===== src/vco_cfg_pkg.sv =====
// Constants shared by the controller end and the oscillator register bank end.
// Assumes one clock domain, sys_clk, on both ends.
package vco_cfg_pkg;
  // Host-side indirect register of the synthesizer map
  localparam logic [4:0] HOST_IND_ADDR  = 5'h05;
  localparam int         ID_LSB         = 0;
  localparam int         ID_W           = 3;
  localparam logic [2:0] OSC_SUBSYS_ID  = 3'h0;
  localparam int         RADDR_LSB      = 3;
  localparam int         RADDR_W        = 4;
  localparam int         DATA_LSB       = 7;
  localparam int         DATA_W         = 9;
  localparam int         WORD_W         = 16;

  // Subsystem register addresses
  localparam logic [3:0] REG_ENABLES    = 4'h1;
  localparam logic [3:0] REG_DIVIDER    = 4'h2;
  localparam logic [3:0] REG_CONFIG     = 4'h3;
  localparam logic [3:0] REG_CAL_BIAS   = 4'h4;
  localparam logic [3:0] REG_CF_CAL     = 4'h5;
  localparam int         NUM_REGS       = 5;

  // Reset values
  localparam logic [8:0] RST_ENABLES    = 9'h1BF;
  localparam logic [8:0] RST_DIVIDER    = 9'h001;
  localparam logic [8:0] RST_CONFIG     = 9'h091;
  localparam logic [8:0] RST_CAL_BIAS   = 9'h0C9;
  localparam logic [8:0] RST_CF_CAL     = 9'h0AA;

  // Enables register fields
  localparam int EN_MASTER    = 0;
  localparam int EN_OSC       = 1;
  localparam int EN_FB_BUF    = 2;
  localparam int EN_IO_MASTER = 3;
  localparam int EN_OUT_STAGE = 5;

  // Divider register fields
  localparam int         DIV_LSB        = 0;
  localparam int         DIV_W          = 6;
  localparam logic [5:0] DIV_MAX        = 6'h3E;

  // Config register fields
  localparam int         PRIO_LSB       = 0;
  localparam logic [1:0] PRIO_LOW_POWER = 2'h1;
  localparam logic [1:0] PRIO_LOW_NOISE = 2'h3;
  localparam int         CFG_POS_EN     = 2;
  localparam int         CFG_NEG_EN     = 3;
  localparam int         CFG_INT_TERM   = 4;
  localparam int         CFG_TERM_RAISE = 5;
  localparam int         MUTE_LSB       = 7;
  localparam logic [1:0] MUTE_ON_ZERO   = 2'h0;

  // Controller Wishbone map (byte addresses)
  localparam logic [7:0] WB_STATUS      = 8'h00;
  localparam logic [7:0] WB_SHADOW_BASE = 8'h04;
  localparam int         WB_ADR_W       = 8;
endpackage


===== src/vco_link_if.sv =====
// Indirect write path from the controller to the oscillator register bank.
// Both ends sit on sys_clk; wr_pulse is one cycle wide.
`timescale 1ns/1ps
interface vco_link_if (
  input wire logic sys_clk,
  input wire logic rst_n
);
  logic        wr_pulse;
  logic [4:0]  host_addr;
  logic [15:0] wr_word;

  modport ctrl (
    input  sys_clk,
    input  rst_n,
    output wr_pulse,
    output host_addr,
    output wr_word
  );

  modport bank (
    input  sys_clk,
    input  rst_n,
    input  wr_pulse,
    input  host_addr,
    input  wr_word
  );
endinterface


===== src/oscillator_subsystem_register_bank.sv =====
// Write-only configuration bank of the oscillator subsystem.
// Assumes the controller end drives the link on the same sys_clk.
//
// Notes on behaviour
// Host word bits 2:0 pick subsystem; ours is zero
// Host bits 6:3 give subsystem register address
// Nine data bits occupy host bits 15:7
// Host keeps copies, rewrites whole register
// Master enable low switches everything off
// Bit 1 gates oscillators, bit 2 feedback buffer
// Bit 3 gates output stage and divider only
// Bit 5 separately enables the output stage
// Ratio 0 mutes, 1 passes, even divides
// Odd ratio rounds down; above 62 gives 62
// Priority 01 low current, 11 low noise
// Reset leaves low-current priority selected
// Config bits 2,3 enable positive, negative legs
// Config bit 4 selects internal termination
// Config bit 5 raises output termination
// Mute mode 00 mutes at zero ratio
// Host writes calibration registers with defaults only
// Reached only through host register five
// Transfer on completed write, identifier zero only
//
// The implementer's own choice: the Wishbone register port.
`timescale 1ns/1ps
module oscillator_subsystem_register_bank (
  vco_link_if.bank   link,
  output logic       osc_on,
  output logic       fb_buf_on,
  output logic       out_div_on,
  output logic       out_stage_on,
  output logic [5:0] div_ratio,
  output logic       out_muted,
  output logic [1:0] priority_mode,
  output logic       positive_output_leg,
  output logic       negative_output_leg,
  output logic       internal_term,
  output logic       term_raise,
  output logic [1:0] mute_mode,
  output logic [8:0] cal_bias,
  output logic [8:0] cf_cal
);
  logic [8:0] enables_ff;
  logic [8:0] divider_ff;
  logic [8:0] config_ff;
  logic [8:0] cal_bias_ff;
  logic [8:0] cf_cal_ff;

  // Field extraction from the packed host word
  wire [2:0] subsystem_identifier = link.wr_word[vco_cfg_pkg::ID_LSB +: vco_cfg_pkg::ID_W];
  wire [3:0] reg_addr  = link.wr_word[vco_cfg_pkg::RADDR_LSB +: vco_cfg_pkg::RADDR_W];
  wire [8:0] reg_data  = link.wr_word[vco_cfg_pkg::DATA_LSB +: vco_cfg_pkg::DATA_W];

  wire hit = link.wr_pulse
           && (link.host_addr == vco_cfg_pkg::HOST_IND_ADDR)
           && (subsystem_identifier == vco_cfg_pkg::OSC_SUBSYS_ID);

  wire wr_enables  = hit && (reg_addr == vco_cfg_pkg::REG_ENABLES);
  wire wr_divider  = hit && (reg_addr == vco_cfg_pkg::REG_DIVIDER);
  wire wr_config   = hit && (reg_addr == vco_cfg_pkg::REG_CONFIG);
  wire wr_cal_bias = hit && (reg_addr == vco_cfg_pkg::REG_CAL_BIAS);
  wire wr_cf_cal   = hit && (reg_addr == vco_cfg_pkg::REG_CF_CAL);

  // Whole register replaced per write; no read-back exists
  always_ff @(posedge link.sys_clk or negedge link.rst_n) begin
    if (!link.rst_n) begin
      enables_ff  <= vco_cfg_pkg::RST_ENABLES;
      divider_ff  <= vco_cfg_pkg::RST_DIVIDER;
      config_ff   <= vco_cfg_pkg::RST_CONFIG;
      cal_bias_ff <= vco_cfg_pkg::RST_CAL_BIAS;
      cf_cal_ff   <= vco_cfg_pkg::RST_CF_CAL;
    end else begin
      if (wr_enables) begin
        enables_ff <= reg_data;
      end
      if (wr_divider) begin
        divider_ff <= reg_data;
      end
      if (wr_config) begin
        config_ff <= reg_data;
      end
      if (wr_cal_bias) begin
        cal_bias_ff <= reg_data;
      end
      if (wr_cf_cal) begin
        cf_cal_ff <= reg_data;
      end
    end
  end

  // Block gating
  wire master_on = enables_ff[vco_cfg_pkg::EN_MASTER];
  wire io_on     = master_on && enables_ff[vco_cfg_pkg::EN_IO_MASTER];
  assign osc_on       = master_on && enables_ff[vco_cfg_pkg::EN_OSC];
  assign fb_buf_on    = master_on && enables_ff[vco_cfg_pkg::EN_FB_BUF];
  assign out_div_on   = io_on;
  assign out_stage_on = io_on && enables_ff[vco_cfg_pkg::EN_OUT_STAGE];

  wire [5:0] legal_ratio;

  ratio_legalizer u_ratio (
    .ratio_in  (divider_ff[vco_cfg_pkg::DIV_LSB +: vco_cfg_pkg::DIV_W]),
    .ratio_out (legal_ratio)
  );

  assign div_ratio = legal_ratio;

  // Config fields
  assign priority_mode       = config_ff[vco_cfg_pkg::PRIO_LSB +: 2];
  assign positive_output_leg = out_stage_on && config_ff[vco_cfg_pkg::CFG_POS_EN];
  assign negative_output_leg = out_stage_on && config_ff[vco_cfg_pkg::CFG_NEG_EN];
  assign internal_term       = config_ff[vco_cfg_pkg::CFG_INT_TERM];
  assign term_raise          = config_ff[vco_cfg_pkg::CFG_TERM_RAISE];
  assign mute_mode           = config_ff[vco_cfg_pkg::MUTE_LSB +: 2];

  // Other mute codes also mute whenever the output stage is off
  wire ratio_zero = (legal_ratio == 6'h00);
  assign out_muted = (mute_mode == vco_cfg_pkg::MUTE_ON_ZERO)
                   ? ratio_zero
                   : (ratio_zero || !out_stage_on);

  assign cal_bias = cal_bias_ff;
  assign cf_cal   = cf_cal_ff;
endmodule


===== src/ratio_legalizer.sv =====
// Folds a written divide ratio onto the set the output divider supports.
// Pure combinational; used by the register bank.
`timescale 1ns/1ps
module ratio_legalizer (
  input  wire logic [5:0] ratio_in,
  output wire logic [5:0] ratio_out
);
  // 0 and 1 pass; odd rounds down; 63 lands on 62 by the same rule
  wire small_ratio = (ratio_in <= 6'h01);
  assign ratio_out = small_ratio ? ratio_in : {ratio_in[5:1], 1'b0};
endmodule


===== src/flat_wrapper.sv =====
// flat-port wrapper written by rule: the top's interface ports become plain ports
module oscillator_subsystem_register_bank_flat 
  (osc_on, fb_buf_on, out_div_on, out_stage_on, div_ratio, out_muted, priority_mode, positive_output_leg, negative_output_leg, internal_term, term_raise, mute_mode, cal_bias, cf_cal, sys_clk, rst_n, link_wr_pulse, link_host_addr, link_wr_word);
  vco_link_if link_i (.sys_clk(sys_clk), .rst_n(rst_n));
  output logic osc_on;
  output logic fb_buf_on;
  output logic out_div_on;
  output logic out_stage_on;
  output logic [5:0] div_ratio;
  output logic out_muted;
  output logic [1:0] priority_mode;
  output logic positive_output_leg;
  output logic negative_output_leg;
  output logic internal_term;
  output logic term_raise;
  output logic [1:0] mute_mode;
  output logic [8:0] cal_bias;
  output logic [8:0] cf_cal;
  input wire logic sys_clk;
  input wire logic rst_n;
  input wire logic [$bits(link_i.wr_pulse)-1:0] link_wr_pulse;
  input wire logic [$bits(link_i.host_addr)-1:0] link_host_addr;
  input wire logic [$bits(link_i.wr_word)-1:0] link_wr_word;
  assign link_i.wr_pulse = link_wr_pulse;
  assign link_i.host_addr = link_host_addr;
  assign link_i.wr_word = link_wr_word;
  oscillator_subsystem_register_bank u_core (.link(link_i), .osc_on(osc_on), .fb_buf_on(fb_buf_on), .out_div_on(out_div_on), .out_stage_on(out_stage_on), .div_ratio(div_ratio), .out_muted(out_muted), .priority_mode(priority_mode), .positive_output_leg(positive_output_leg), .negative_output_leg(negative_output_leg), .internal_term(internal_term), .term_raise(term_raise), .mute_mode(mute_mode), .cal_bias(cal_bias), .cf_cal(cf_cal));
endmodule

===== config.mk =====
export PLATFORM = sky130hd
export DESIGN_NAME = oscillator_subsystem_register_bank_flat
export DESIGN_NICKNAME = d
export VERILOG_FILES = /design/src/vco_cfg_pkg.sv /design/src/vco_link_if.sv /design/src/oscillator_subsystem_register_bank.sv /design/src/ratio_legalizer.sv /design/src/flat_wrapper.sv
export SDC_FILE = /design/constraint.sdc
export NUM_CORES = 1
export LEC_CHECK = 0
export ABC_CLOCK_PERIOD_IN_PS = 2500
export BUFFER_PORTS_ARGS = -buffer_cell sky130_fd_sc_hd__buf_2
export CAP_MARGIN = 15
export CORE_MARGIN = 2
export CORE_UTILIZATION = 50
export CTS_BUF_LIST = sky130_fd_sc_hd__clkbuf_4
export CTS_CLUSTER_SIZE = 10
export DETAILED_ROUTE_END_ITERATION = 8
export PLACE_DENSITY = 0.81
export SLEW_MARGIN = 10
export SYNTH_ARGS = -nofsm -noshare
export SYNTH_HDL_FRONTEND = slang
export SYNTH_HIERARCHICAL = 1
export SYNTH_SLANG_ARGS = --single-unit

===== constraint.sdc =====
create_clock -name sys_clk -period 2.5 [get_ports sys_clk]
set_input_delay 0.625 -clock sys_clk [delete_from_list [all_inputs] [get_ports sys_clk]]
set_output_delay 0.625 -clock sys_clk [all_outputs]
set_load 0.01 [all_outputs]

Yosys cells after proc, flatten, opt, wreduce, memory -nomap -nowiden
Index checks and enable logic that the tools add are counted.
- bits in registers: 39
- latch bits: 0
- RAM bits: 0
- bits in read-only memories: 0
- logic and storage cells: 32
- memories kept: 0
- add/sub/neg operators: 0
- multipliers: 0
- divide/modulo/power cells: 0
- magnitude comparators: 1
- eq/ne operators: 6
- shift-type cells: 0
- mux-type cells: 2
- bitwise logic cells: 0
- reductions and logical operators: 18
- operators with widths (cell ; number):
    logical AND 1 bit ; 13
    equality test 4 x 2 -> 1 bit, second input constant ; 2
    equality test 4 x 3 -> 1 bit, second input constant ; 2
    less-or-equal comparator 6 x 1 -> 1 bit, second input constant ; 1
    logical NOT 6 bit ; 1
    equality test 5 x 3 -> 1 bit, second input constant ; 1
    equality test 4 x 1 -> 1 bit, second input constant ; 1
    logical NOT 3 bit ; 1
    logical NOT 2 bit ; 1
    2-to-1 mux 1 bit ; 2
    logical NOT 1 bit ; 1
    logical OR 1 bit ; 1

Logic depth before layout (Yosys ltp)
Gate-level depths: netlist of run 1.
- depth after elaboration: 5
- gate-level depth with buffers: 5
- gate-level depth less buffers: 4

By module
The synthesis of run 1 kept the hierarchy.
- by module, submodules not included (module ; instances ; cells each ; area each (um^2)):
    oscillator_subsystem_register_bank ; 1 ; 102 ; 1600.3
    ratio_legalizer ; 1 ; 7 ; 57.6

Worst setup path after synthesis of run 1
No wires, ideal clock.
- path type: input -> register
- from: input port link_wr_word[1]
- to: register u_core.config_ff[1]
- setup time: 125 ps
- arrival: 2391 ps
- slack: -16 ps
- stages on the path: 5
- path buffers: 1
- cell sequence: or4b_1 or4b_4 or2_1 buf_6 mux2_4
- cells in the longest elaborated chain, start to end: 3
- ends and longest elaborated chain (item ; RTL line ; text):
    from (decl) ; flat_wrapper.sv:23 ; input wire logic [$bits(link_i.wr_word)-1:0] link_wr_word;
    logical NOT 3 bit ; oscillator_subsystem_register_bank.sv:57 ; && (subsystem_identifier == vco_cfg_pkg::OSC_SUBSYS_ID);
    logical AND 1 bit ; oscillator_subsystem_register_bank.sv:57 ;
    logical AND 1 bit ; oscillator_subsystem_register_bank.sv:61 ; wire wr_config = hit && (reg_addr == vco_cfg_pkg::REG_CONFIG);
    to (signal assigned) ; oscillator_subsystem_register_bank.sv:70 ; config_ff <= vco_cfg_pkg::RST_CONFIG;
    to (signal assigned) ; oscillator_subsystem_register_bank.sv:81 ; config_ff <= reg_data;
    to (decl) ; oscillator_subsystem_register_bank.sv:46 ; logic [8:0] config_ff;
No other way between the ends.
A chain may end at the register's enable or synchronous reset.

Final worst setup path of run 1
- from: register u_core.divider_ff[0]
- to: output port out_muted
- cells in the longest elaborated chain, start to end: 5
- ends and longest elaborated chain (item ; RTL line ; text):
    from (decl) ; oscillator_subsystem_register_bank.sv:45 ; logic [8:0] divider_ff;
    from (signal assigned) ; oscillator_subsystem_register_bank.sv:69 ; divider_ff <= vco_cfg_pkg::RST_DIVIDER;
    from (signal assigned) ; oscillator_subsystem_register_bank.sv:78 ; divider_ff <= reg_data;
    less-or-equal comparator 6 x 1 -> 1 bit ; ratio_legalizer.sv:9 ; wire small_ratio = (ratio_in <= 6'h01);
    2-to-1 mux 1 bit (*) ; ratio_legalizer.sv:10 ; assign ratio_out = small_ratio ? ratio_in : {ratio_in[5:1], 1'b0};
    logical NOT 6 bit (*) ; oscillator_subsystem_register_bank.sv:118 ; wire ratio_zero = (legal_ratio == 6'h00);
    logical OR 1 bit ; oscillator_subsystem_register_bank.sv:121 ; : (ratio_zero || !out_stage_on);
    2-to-1 mux 1 bit (*) ; oscillator_subsystem_register_bank.sv:120 ; ? ratio_zero
    to (decl) ; flat_wrapper.sv:10 ; output logic out_muted;
Mark *: on every way between the ends. The rest lies on a longest branch, timed or not.

==> results of run 1 <==
## per-stage QoR
step / cells / util [%] / instance area (sq um)
after floorplan: 109 / - / 1660
after global placement: 208 / 64.2 / 1990
after detailed placement: 208 / 64.2 / 1990
after CTS: 217 / 67.0 / 2080
after global routing: 218 / 67.6 / 2100
final: 218 / 67.6 / 2100
## placed cells by master (no fill, tap or decap)
cell and count:
sky130_fd_sc_hd__and3_1 1, sky130_fd_sc_hd__clkinv_1 1, sky130_fd_sc_hd__nor4b_1 2, sky130_fd_sc_hd__dfrtp_1 20, sky130_fd_sc_hd__and2_1 5, sky130_fd_sc_hd__buf_4 7, sky130_fd_sc_hd__buf_12 1, sky130_fd_sc_hd__or2_1 1
sky130_fd_sc_hd__clkbuf_4 6, sky130_fd_sc_hd__or4b_1 1, sky130_fd_sc_hd__nor3_2 1, sky130_fd_sc_hd__or4_4 1, sky130_fd_sc_hd__nor4_1 1, sky130_fd_sc_hd__buf_2 60, sky130_fd_sc_hd__nor2_1 1, sky130_fd_sc_hd__o32ai_2 1
sky130_fd_sc_hd__nand3_1 1, sky130_fd_sc_hd__nor2b_1 1, sky130_fd_sc_hd__nor3b_4 1, sky130_fd_sc_hd__bufinv_16 1, sky130_fd_sc_hd__or4b_4 2, sky130_fd_sc_hd__nand2_1 2, sky130_fd_sc_hd__mux2_2 29, sky130_fd_sc_hd__nand2b_1 1
sky130_fd_sc_hd__nor2_2 1, sky130_fd_sc_hd__dfstp_2 17, sky130_fd_sc_hd__mux2_4 8
## state kept, by name (all words and copies together) (netlist names)
register / count
u_core/cal_bias: 9
u_core/config_ff: 8
u_core/divider_ff: 6
u_core/enables_ff: 5
u_core/cf_cal: 9
## cell families (layout without fill, tap and decap cells)
kind of cell / after synthesis / count (layout) / synth area share, %
muxes: 37 / 37 / 26.9
and+or+nand+nor: 23 / 23 / 10.4
buffers and inverters: 11 / 76 / 4.98
AOI/OAI and AO/OA: 1 / 1 / 0.528
DFF: 37 / 37 / 57.1
## power by group
part	switching, mW	total (mW)	internal [mW]
Combinational	0.0302	0.0515	0.0213
Sequential	0.00154	0.605	0.603
Clock	0.188	0.407	0.219
## layer usage
layer  vias up  global-route usage (%)  wire length, um
met4         0                    8.81               13
met5         -                       0                0
met3         2                    5.04              173
met1       536                    23.5             1420
li1        512                       -                -
met2        36                    34.6             1800
## how the worst max path moves through the flow
stage,start,end,slack [ns],depth (start not counted)
3_5_place_dp,link_wr_word[1],u_core/enables_ff[2]$_DFFE_PN1P_,-0.21,6
5_1_grt,u_core/divider_ff[0]$_DFFE_PN1P_,out_muted,-0.02,5
4_1_cts,u_core/divider_ff[0]$_DFFE_PN1P_,out_muted,0.006,5
2_1_floorplan,link_wr_word[1],u_core/config_ff[1]$_DFFE_PN0P_,-0.001,5
6_report,u_core/divider_ff[0]$_DFFE_PN1P_,out_muted,0.06,5
3_3_place_gp,link_wr_word[1],u_core/enables_ff[2]$_DFFE_PN1P_,-0.15,6
## area by class of cell
cell class / count / area share (%)
Clock buffer: 6 / 2.15
Sequential cell: 37 / 45.2
Clock inverter: 2 / 1.61
Tap cell: 44 / 2.63
Multi-Input combinational cell: 61 / 30.7
Timing Repair Buffer: 68 / 17.8
## what timing repair did
item,in CTS,in global routing
buffers inserted,1,1
gates resized for setup,0,2
hold buffers,0,0
hold endpoints to repair,0,0
setup endpoints to repair,1,1
## worst max-delay path: cells and delay by family, from the launching register on
kind | cells | cell delay, ns
compound gates | 1 | 0.06
simple gates | 3 | 0.73
buf+inv | 1 | 0.15
flops | 1 | 0.54
## cell usage after synthesis (2+ instances only)
library cell	count	area share, %
sky130_fd_sc_hd__mux2_4	8	7.2
sky130_fd_sc_hd__dfstp_2	17	27
sky130_fd_sc_hd__nor4b_1	2	1.1
sky130_fd_sc_hd__and2_1	5	1.9
sky130_fd_sc_hd__nand2_1	2	0.45
sky130_fd_sc_hd__dfrtp_1	20	30
sky130_fd_sc_hd__mux2_2	29	20
sky130_fd_sc_hd__buf_4	9	4.1
sky130_fd_sc_hd__or4b_1	2	1.2
==> flow_summary_export.csv, run 1 <==
group,metric,value,unit
logic_synthesis,synth_area,1660,sq um
timing,post-route-min-period,2.44,ns
timing,layout_worst_path_cycle_share,97.7,%
critical_path,startpoint_type,"register",
critical_path,cp_slowest_stage_delay,0.54,ns
detailed_routing,first_iter_violations,27,
detailed_routing,finalWirelength,3.41,mm
clock_network,tritoncts,"done",
die,design.portCount,61,
detailed_routing,via_count,1086,
clock_network,clock_sinks,37,
logic_synthesis,synth.yosys.seq_area_share,57.1,%
finish,fillers,242,
critical_path,timing.critical_path.to_type,"output port",
detailed_routing,antenna_violating_nets_post_route,0,
logic_synthesis,fraction_of_registers_with_async_set_or_reset_after_synthesis,100,%
timing,timing.final.max_slew_violations,0,
finish,multi_input_area,643,sq um
critical_path,critical-path-slowest-cell,"sky130_fd_sc_hd__dfstp_2",
timing,finalWorstSetupSlack,0.0564,ns
logic_synthesis,syn_avg_cell_area,15.2,sq um
power,power_density,507,nW/um^2
logic_synthesis,synthDistinctLibCells,24,
logic_synthesis,synthFlopType,"sky130_fd_sc_hd__dfrtp_1",
finish,drive_above_1_share,78.2,%
die,die_y,61.6,um
critical_path,worstPathMaxFanout,2,
outcome,status,"finished clean",
critical_path,crit_arrival,1.82,ns
critical_path,crit_type,"register to output port",
logic_synthesis,yosys_register_bits,37,
critical_path,crit_chain,"or4b_1 -> nor3_2 -> or4_4 -> o32ai_2 -> buf_2",
timing,final.setup_skew,0,ns
grt,grt_pass1_vias,1149,
timing,unrepaired_setup_endpoints_after_global_routing,"true",
logic_synthesis,syn_nets,133,
timing,aggregate_negative_setup_slack,0,ns
placement,port_buffers,60,
timing,maxSlewHeadroom,46.6,%
run,number_of_maximum_capacitance_constraint_violations,0,
placement,gp_congestion,0.708,
grt,grt_first_pass_wirelength,5.27,mm
detailed_routing,detail_route.vias_per_cell,4.98,
power,irDropWorstVdd,302,uV
finish,net_count_reported_at_finish,197,
timing,maxClockFrequency,409,MHz
finish,sequential_cell_area,947,sq um
clock_network,clk_root_buffer_cell,"sky130_fd_sc_hd__clkbuf_4",
finish,area.growth.synth_to_final,26.5,%
clock_network,clk_transition_reported_paths,0.11,ns
timing,tightest_slew,0.801,ns
die,placeableCoreArea,3100,sq um
die,fp.dieW,61.6,um
clock_network,insertion_delay,0.33,ns
critical_path,worst_r2r_path_depth,2,
grt,grt_remaining_overflow,0,
detailed_routing,drc,0,
clock_network,cts_made_buffers,5,
grt,grt_use_total,20.0,%
placement,setup_slack_after_placement,-0.209,ns
critical_path,worst_ep_required_time,1.88,ns
grt,initial_antenna_violation_count,0,
clock_network,max_root_sink_buffers,2,
clock_network,cts-htree-levels,2,
grt,grt_max_degree,38,
die,initial_utilization,53.4,%
detailed_routing,wl_per_cell,15.7,um
power,total_power,1.06,mW
detailed_routing,drt_first_pass_iters,4,
placement,post-dp-hpwl,2.51,mm
timing,holdWs,0.363,ns
power,static-leakage-power,1.14,nW
logic_synthesis,synthesis.instances,109,
logic_synthesis,yosysWarningCount,6,
critical_path,worst-r2r-setup-slack,1.61,ns
timing,finalSetupViolations,0,
logic_synthesis,post_synth_edffs,0,
critical_path,reg2reg_to,"u_core/divider_ff[5]$_DFFE_PN0P_",
finish,n_antenna_cell,0,
die,std_cell_rows,20,
die,fp.dieArea,3790,sq um
worst_hold_path,hold_path_class,"input pin to asynchronous set/reset pin",
timing,hold_violations,0,
critical_path,crit-reg2reg-launch,"u_core/divider_ff[5]$_DFFE_PN0P_",
Power figures use the tool's default switching activity.
==> inputs of run 2 (changes only) <==
--- a/config.mk
+++ b/config.mk
@@ -8,7 +8,7 @@
 export ABC_CLOCK_PERIOD_IN_PS = 2500
 export BUFFER_PORTS_ARGS = -buffer_cell sky130_fd_sc_hd__buf_2
 export CAP_MARGIN = 15
-export CORE_MARGIN = 2
+export CORE_MARGIN = 10
 export CORE_UTILIZATION = 50
 export CTS_BUF_LIST = sky130_fd_sc_hd__clkbuf_4
 export CTS_CLUSTER_SIZE = 10
==> flow_summary_export.csv, run 2 (same netlist as run 1, synthesis figures left out) <==
group,metric,value,unit
timing,aggregate_negative_setup_slack,0,ns
power,sequential_cell_fraction_of_total_power,57.2,%
power,p_sw_share,20.3,%
placement,post-dp-hpwl,2.94,mm
timing,layout_worst_path_cycle_share,98.5,%
grt,grt_remaining_overflow,0,
grt,initial_antenna_violation_count,0,
grt,grt_pass1_vias,1233,
critical_path,buf_inv_on_cp,1,
clock_network,clk_root_buffer_cell,"sky130_fd_sc_hd__clkbuf_4",
timing,timing.final.max_slew_violations,0,
clock_network,tritoncts,"done",
timing,hold_violations,0,
power,power_frac_clock,38.1,%
power,static-leakage-power,1.15,nW
detailed_routing,drt_first_pass_iters,4,
clock_network,cts_made_buffers,5,
critical_path,cp_slowest_stage_delay,0.54,ns
finish,final_cell_mix,"60 x sky130_fd_sc_hd__buf_2, 29 x sky130_fd_sc_hd__mux2_2, 20 x sky130_fd_sc_hd__dfrtp_1",
die,placeableCoreArea,3100,sq um
placement,detailed_place.area,2000,sq um
detailed_routing,antenna_violating_nets_post_route,0,
critical_path,worst-path-stages,5,
clock_network,max_root_sink_buffers,2,
timing,holdWs,0.348,ns
critical_path,crit_arrival,1.84,ns
critical_path,worst_path_dominant_cell_family,"simple AND/OR/NAND/NOR gates",
power,power_switching,214,uW
die,fp.dieArea,6020,sq um
die,std_cell_rows,20,
die,fp.dieW,77.6,um
critical_path,critical-path-slowest-cell,"sky130_fd_sc_hd__dfstp_2",
clock_network,cts-htree-levels,2,
placement,port_buffers,60,
clock_network,clock_sinks,37,
detailed_routing,detail_route.vias_per_cell,5.02,
critical_path,worst-r2r-setup-slack,1.60,ns
critical_path,crit_type,"register to output port",
critical_path,crit-reg2reg-launch,"u_core/divider_ff[5]$_DFFE_PN0P_",
detailed_routing,wl_per_cell,16.8,um
clock_network,insertion_delay,0.34,ns
die,die_y,77.6,um
power,power_density,502,nW/um^2
critical_path,startpoint_type,"register",
detailed_routing,via_count,1105,
critical_path,worstPathMaxFanout,2,
critical_path,crit_chain,"or4b_1 -> nor3_2 -> or4_1 -> o32ai_2 -> buf_2",
grt,grt_first_pass_wirelength,5.91,mm
run,number_of_maximum_capacitance_constraint_violations,0,
critical_path,worst_r2r_path_depth,2,
timing,unrepaired_setup_endpoints_after_global_routing,"true",
timing,maxClockFrequency,406,MHz
placement,numPlacedInstances,209,
power,irDropWorstVdd,326,uV
finish,final_cell_area,2110,sq um
power,p_comb_share,4.7,%
finish,finish.cell_count_without_fillers,220,
worst_hold_path,hold_path_class,"input pin to asynchronous set/reset pin",
clock_network,clk_transition_reported_paths,0.10,ns
timing,finalSetupViolations,0,
critical_path,timing.critical_path.to_type,"output port",
critical_path,cp-endpoint,"out_muted",
critical_path,worst_ep_required_time,1.88,ns
critical_path,worst_setup_path_start,"u_core/divider_ff[0]$_DFFE_PN1P_",
outcome,status,"finished clean",
finish,mostFrequentLayoutCell,"sky130_fd_sc_hd__buf_2",
finish,area.growth.synth_to_final,27.2,%
power,cellInternalPower,843,uW
critical_path,reg2reg_to,"u_core/divider_ff[5]$_DFFE_PN0P_",
detailed_routing,first_iter_violations,59,
detailed_routing,finalWirelength,3.70,mm
finish,drive_above_1_share,77.8,%
grt,grt_max_degree,38,
finish,n_antenna_cell,0,
timing,tightest_slew,0.767,ns
die,initial_utilization,53.4,%
finish,net_count_reported_at_finish,199,
clock_network,cts-hold-fix-buffers,0,
die,design.portCount,61,
detailed_routing,drc,0,
placement,gp_congestion,0.779,
timing,final.setup_skew,0,ns
grt,grt_use_total,12.4,%
timing,post-route-min-period,2.46,ns
timing,maxSlewHeadroom,48.9,%
[run 2: changes by cell type in the layout (fill, tap and decap cells not counted)]
cell / previous run / this run
sky130_fd_sc_hd__or4_4: 1 / 0
sky130_fd_sc_hd__or4_1: 0 / 1
sky130_fd_sc_hd__buf_4: 7 / 9
[run 2: timing repair]
item / 4_1_cts / 5_1_grt
buffers inserted: 0 / 3
endpoints found under the setup margin: 0 / 1
resized for setup: 0 / 1
[run 2: power by group through the flow]
| stage | Clock, mW | Sequential (mW) | Combinational (mW) |
|---|---|---|---|
| after floorplan | 0 | 0.616 | 0.00969 |
| after global placement | 0 | 0.615 | 0.0484 |
| after detailed placement | 0 | 0.615 | 0.0502 |
| after CTS | 0.416 | 0.605 | 0.0503 |
| after global routing | 0.448 | 0.605 | 0.0561 |
| final | 0.403 | 0.605 | 0.0497 |
[run 2: worst min-delay path by stage]
stage	startpoint	end	slack, ns	depth (start not counted)
floorplan	rst_n	u_core/cal_bias[1]$_DFFE_PN0P_	0.33	0
global placement	u_core/cal_bias[8]$_DFFE_PN0P_	u_core/cal_bias[8]$_DFFE_PN0P_	0.48	1
detailed placement	u_core/cf_cal[2]$_DFFE_PN0P_	u_core/cf_cal[2]$_DFFE_PN0P_	0.49	1
CTS	rst_n	u_core/cf_cal[6]$_DFFE_PN0P_	0.36	1
global route	rst_n	u_core/cal_bias[1]$_DFFE_PN0P_	0.37	1
finish	rst_n	u_core/cf_cal[6]$_DFFE_PN0P_	0.35	1
[run 2: layout make-up]
| type | count | area (sq um) |
|---|---|---|
| clock inverter | 2 | 33.8 |
| tap | 44 | 55.1 |
| clock buffer | 6 | 45.0 |
| fill | 243 | 995 |
| sequential | 37 | 947 |
| timing repair buffer | 70 | 388 |
| multi-input combinational | 61 | 639 |
[run 2: routing by layer]
layer / share of wire [%] / vias to the layer above / wire length [um] / track usage (%)
met3: 8.1 / 5 / 298 / 7.26
met2: 52 / 38 / 1940 / 21.5
li1: - / 513 / - / -
met4: 1.5 / 0 / 54 / 4.38
met5: 0 / - / 0 / 0
met1: 38 / 549 / 1410 / 12.0
[run 2: worst reg2reg max path: cells and delay by family, from the launching register on]
family,cells,cell delay [ns]
buffers and inverters,1,0.14
flip-flops,1,0.41
multiplexers,1,0.25
[run 2: metrics by stage]
| stage | worst slack (ns) | total power [mW] | util (%) |
|---|---|---|---|
| 3_5_place_dp | -0.218 | 0.665 | 64.4 |
| 3_3_place_gp | -0.157 | 0.663 | 64.4 |
| 5_1_grt | -0.0452 | 1.11 | 67.9 |
| 2_1_floorplan | -0.000975 | 0.625 | - |
| 4_1_cts | 0.0351 | 1.07 | 67.0 |
| 6_report | 0.0367 | 1.06 | 67.9 |
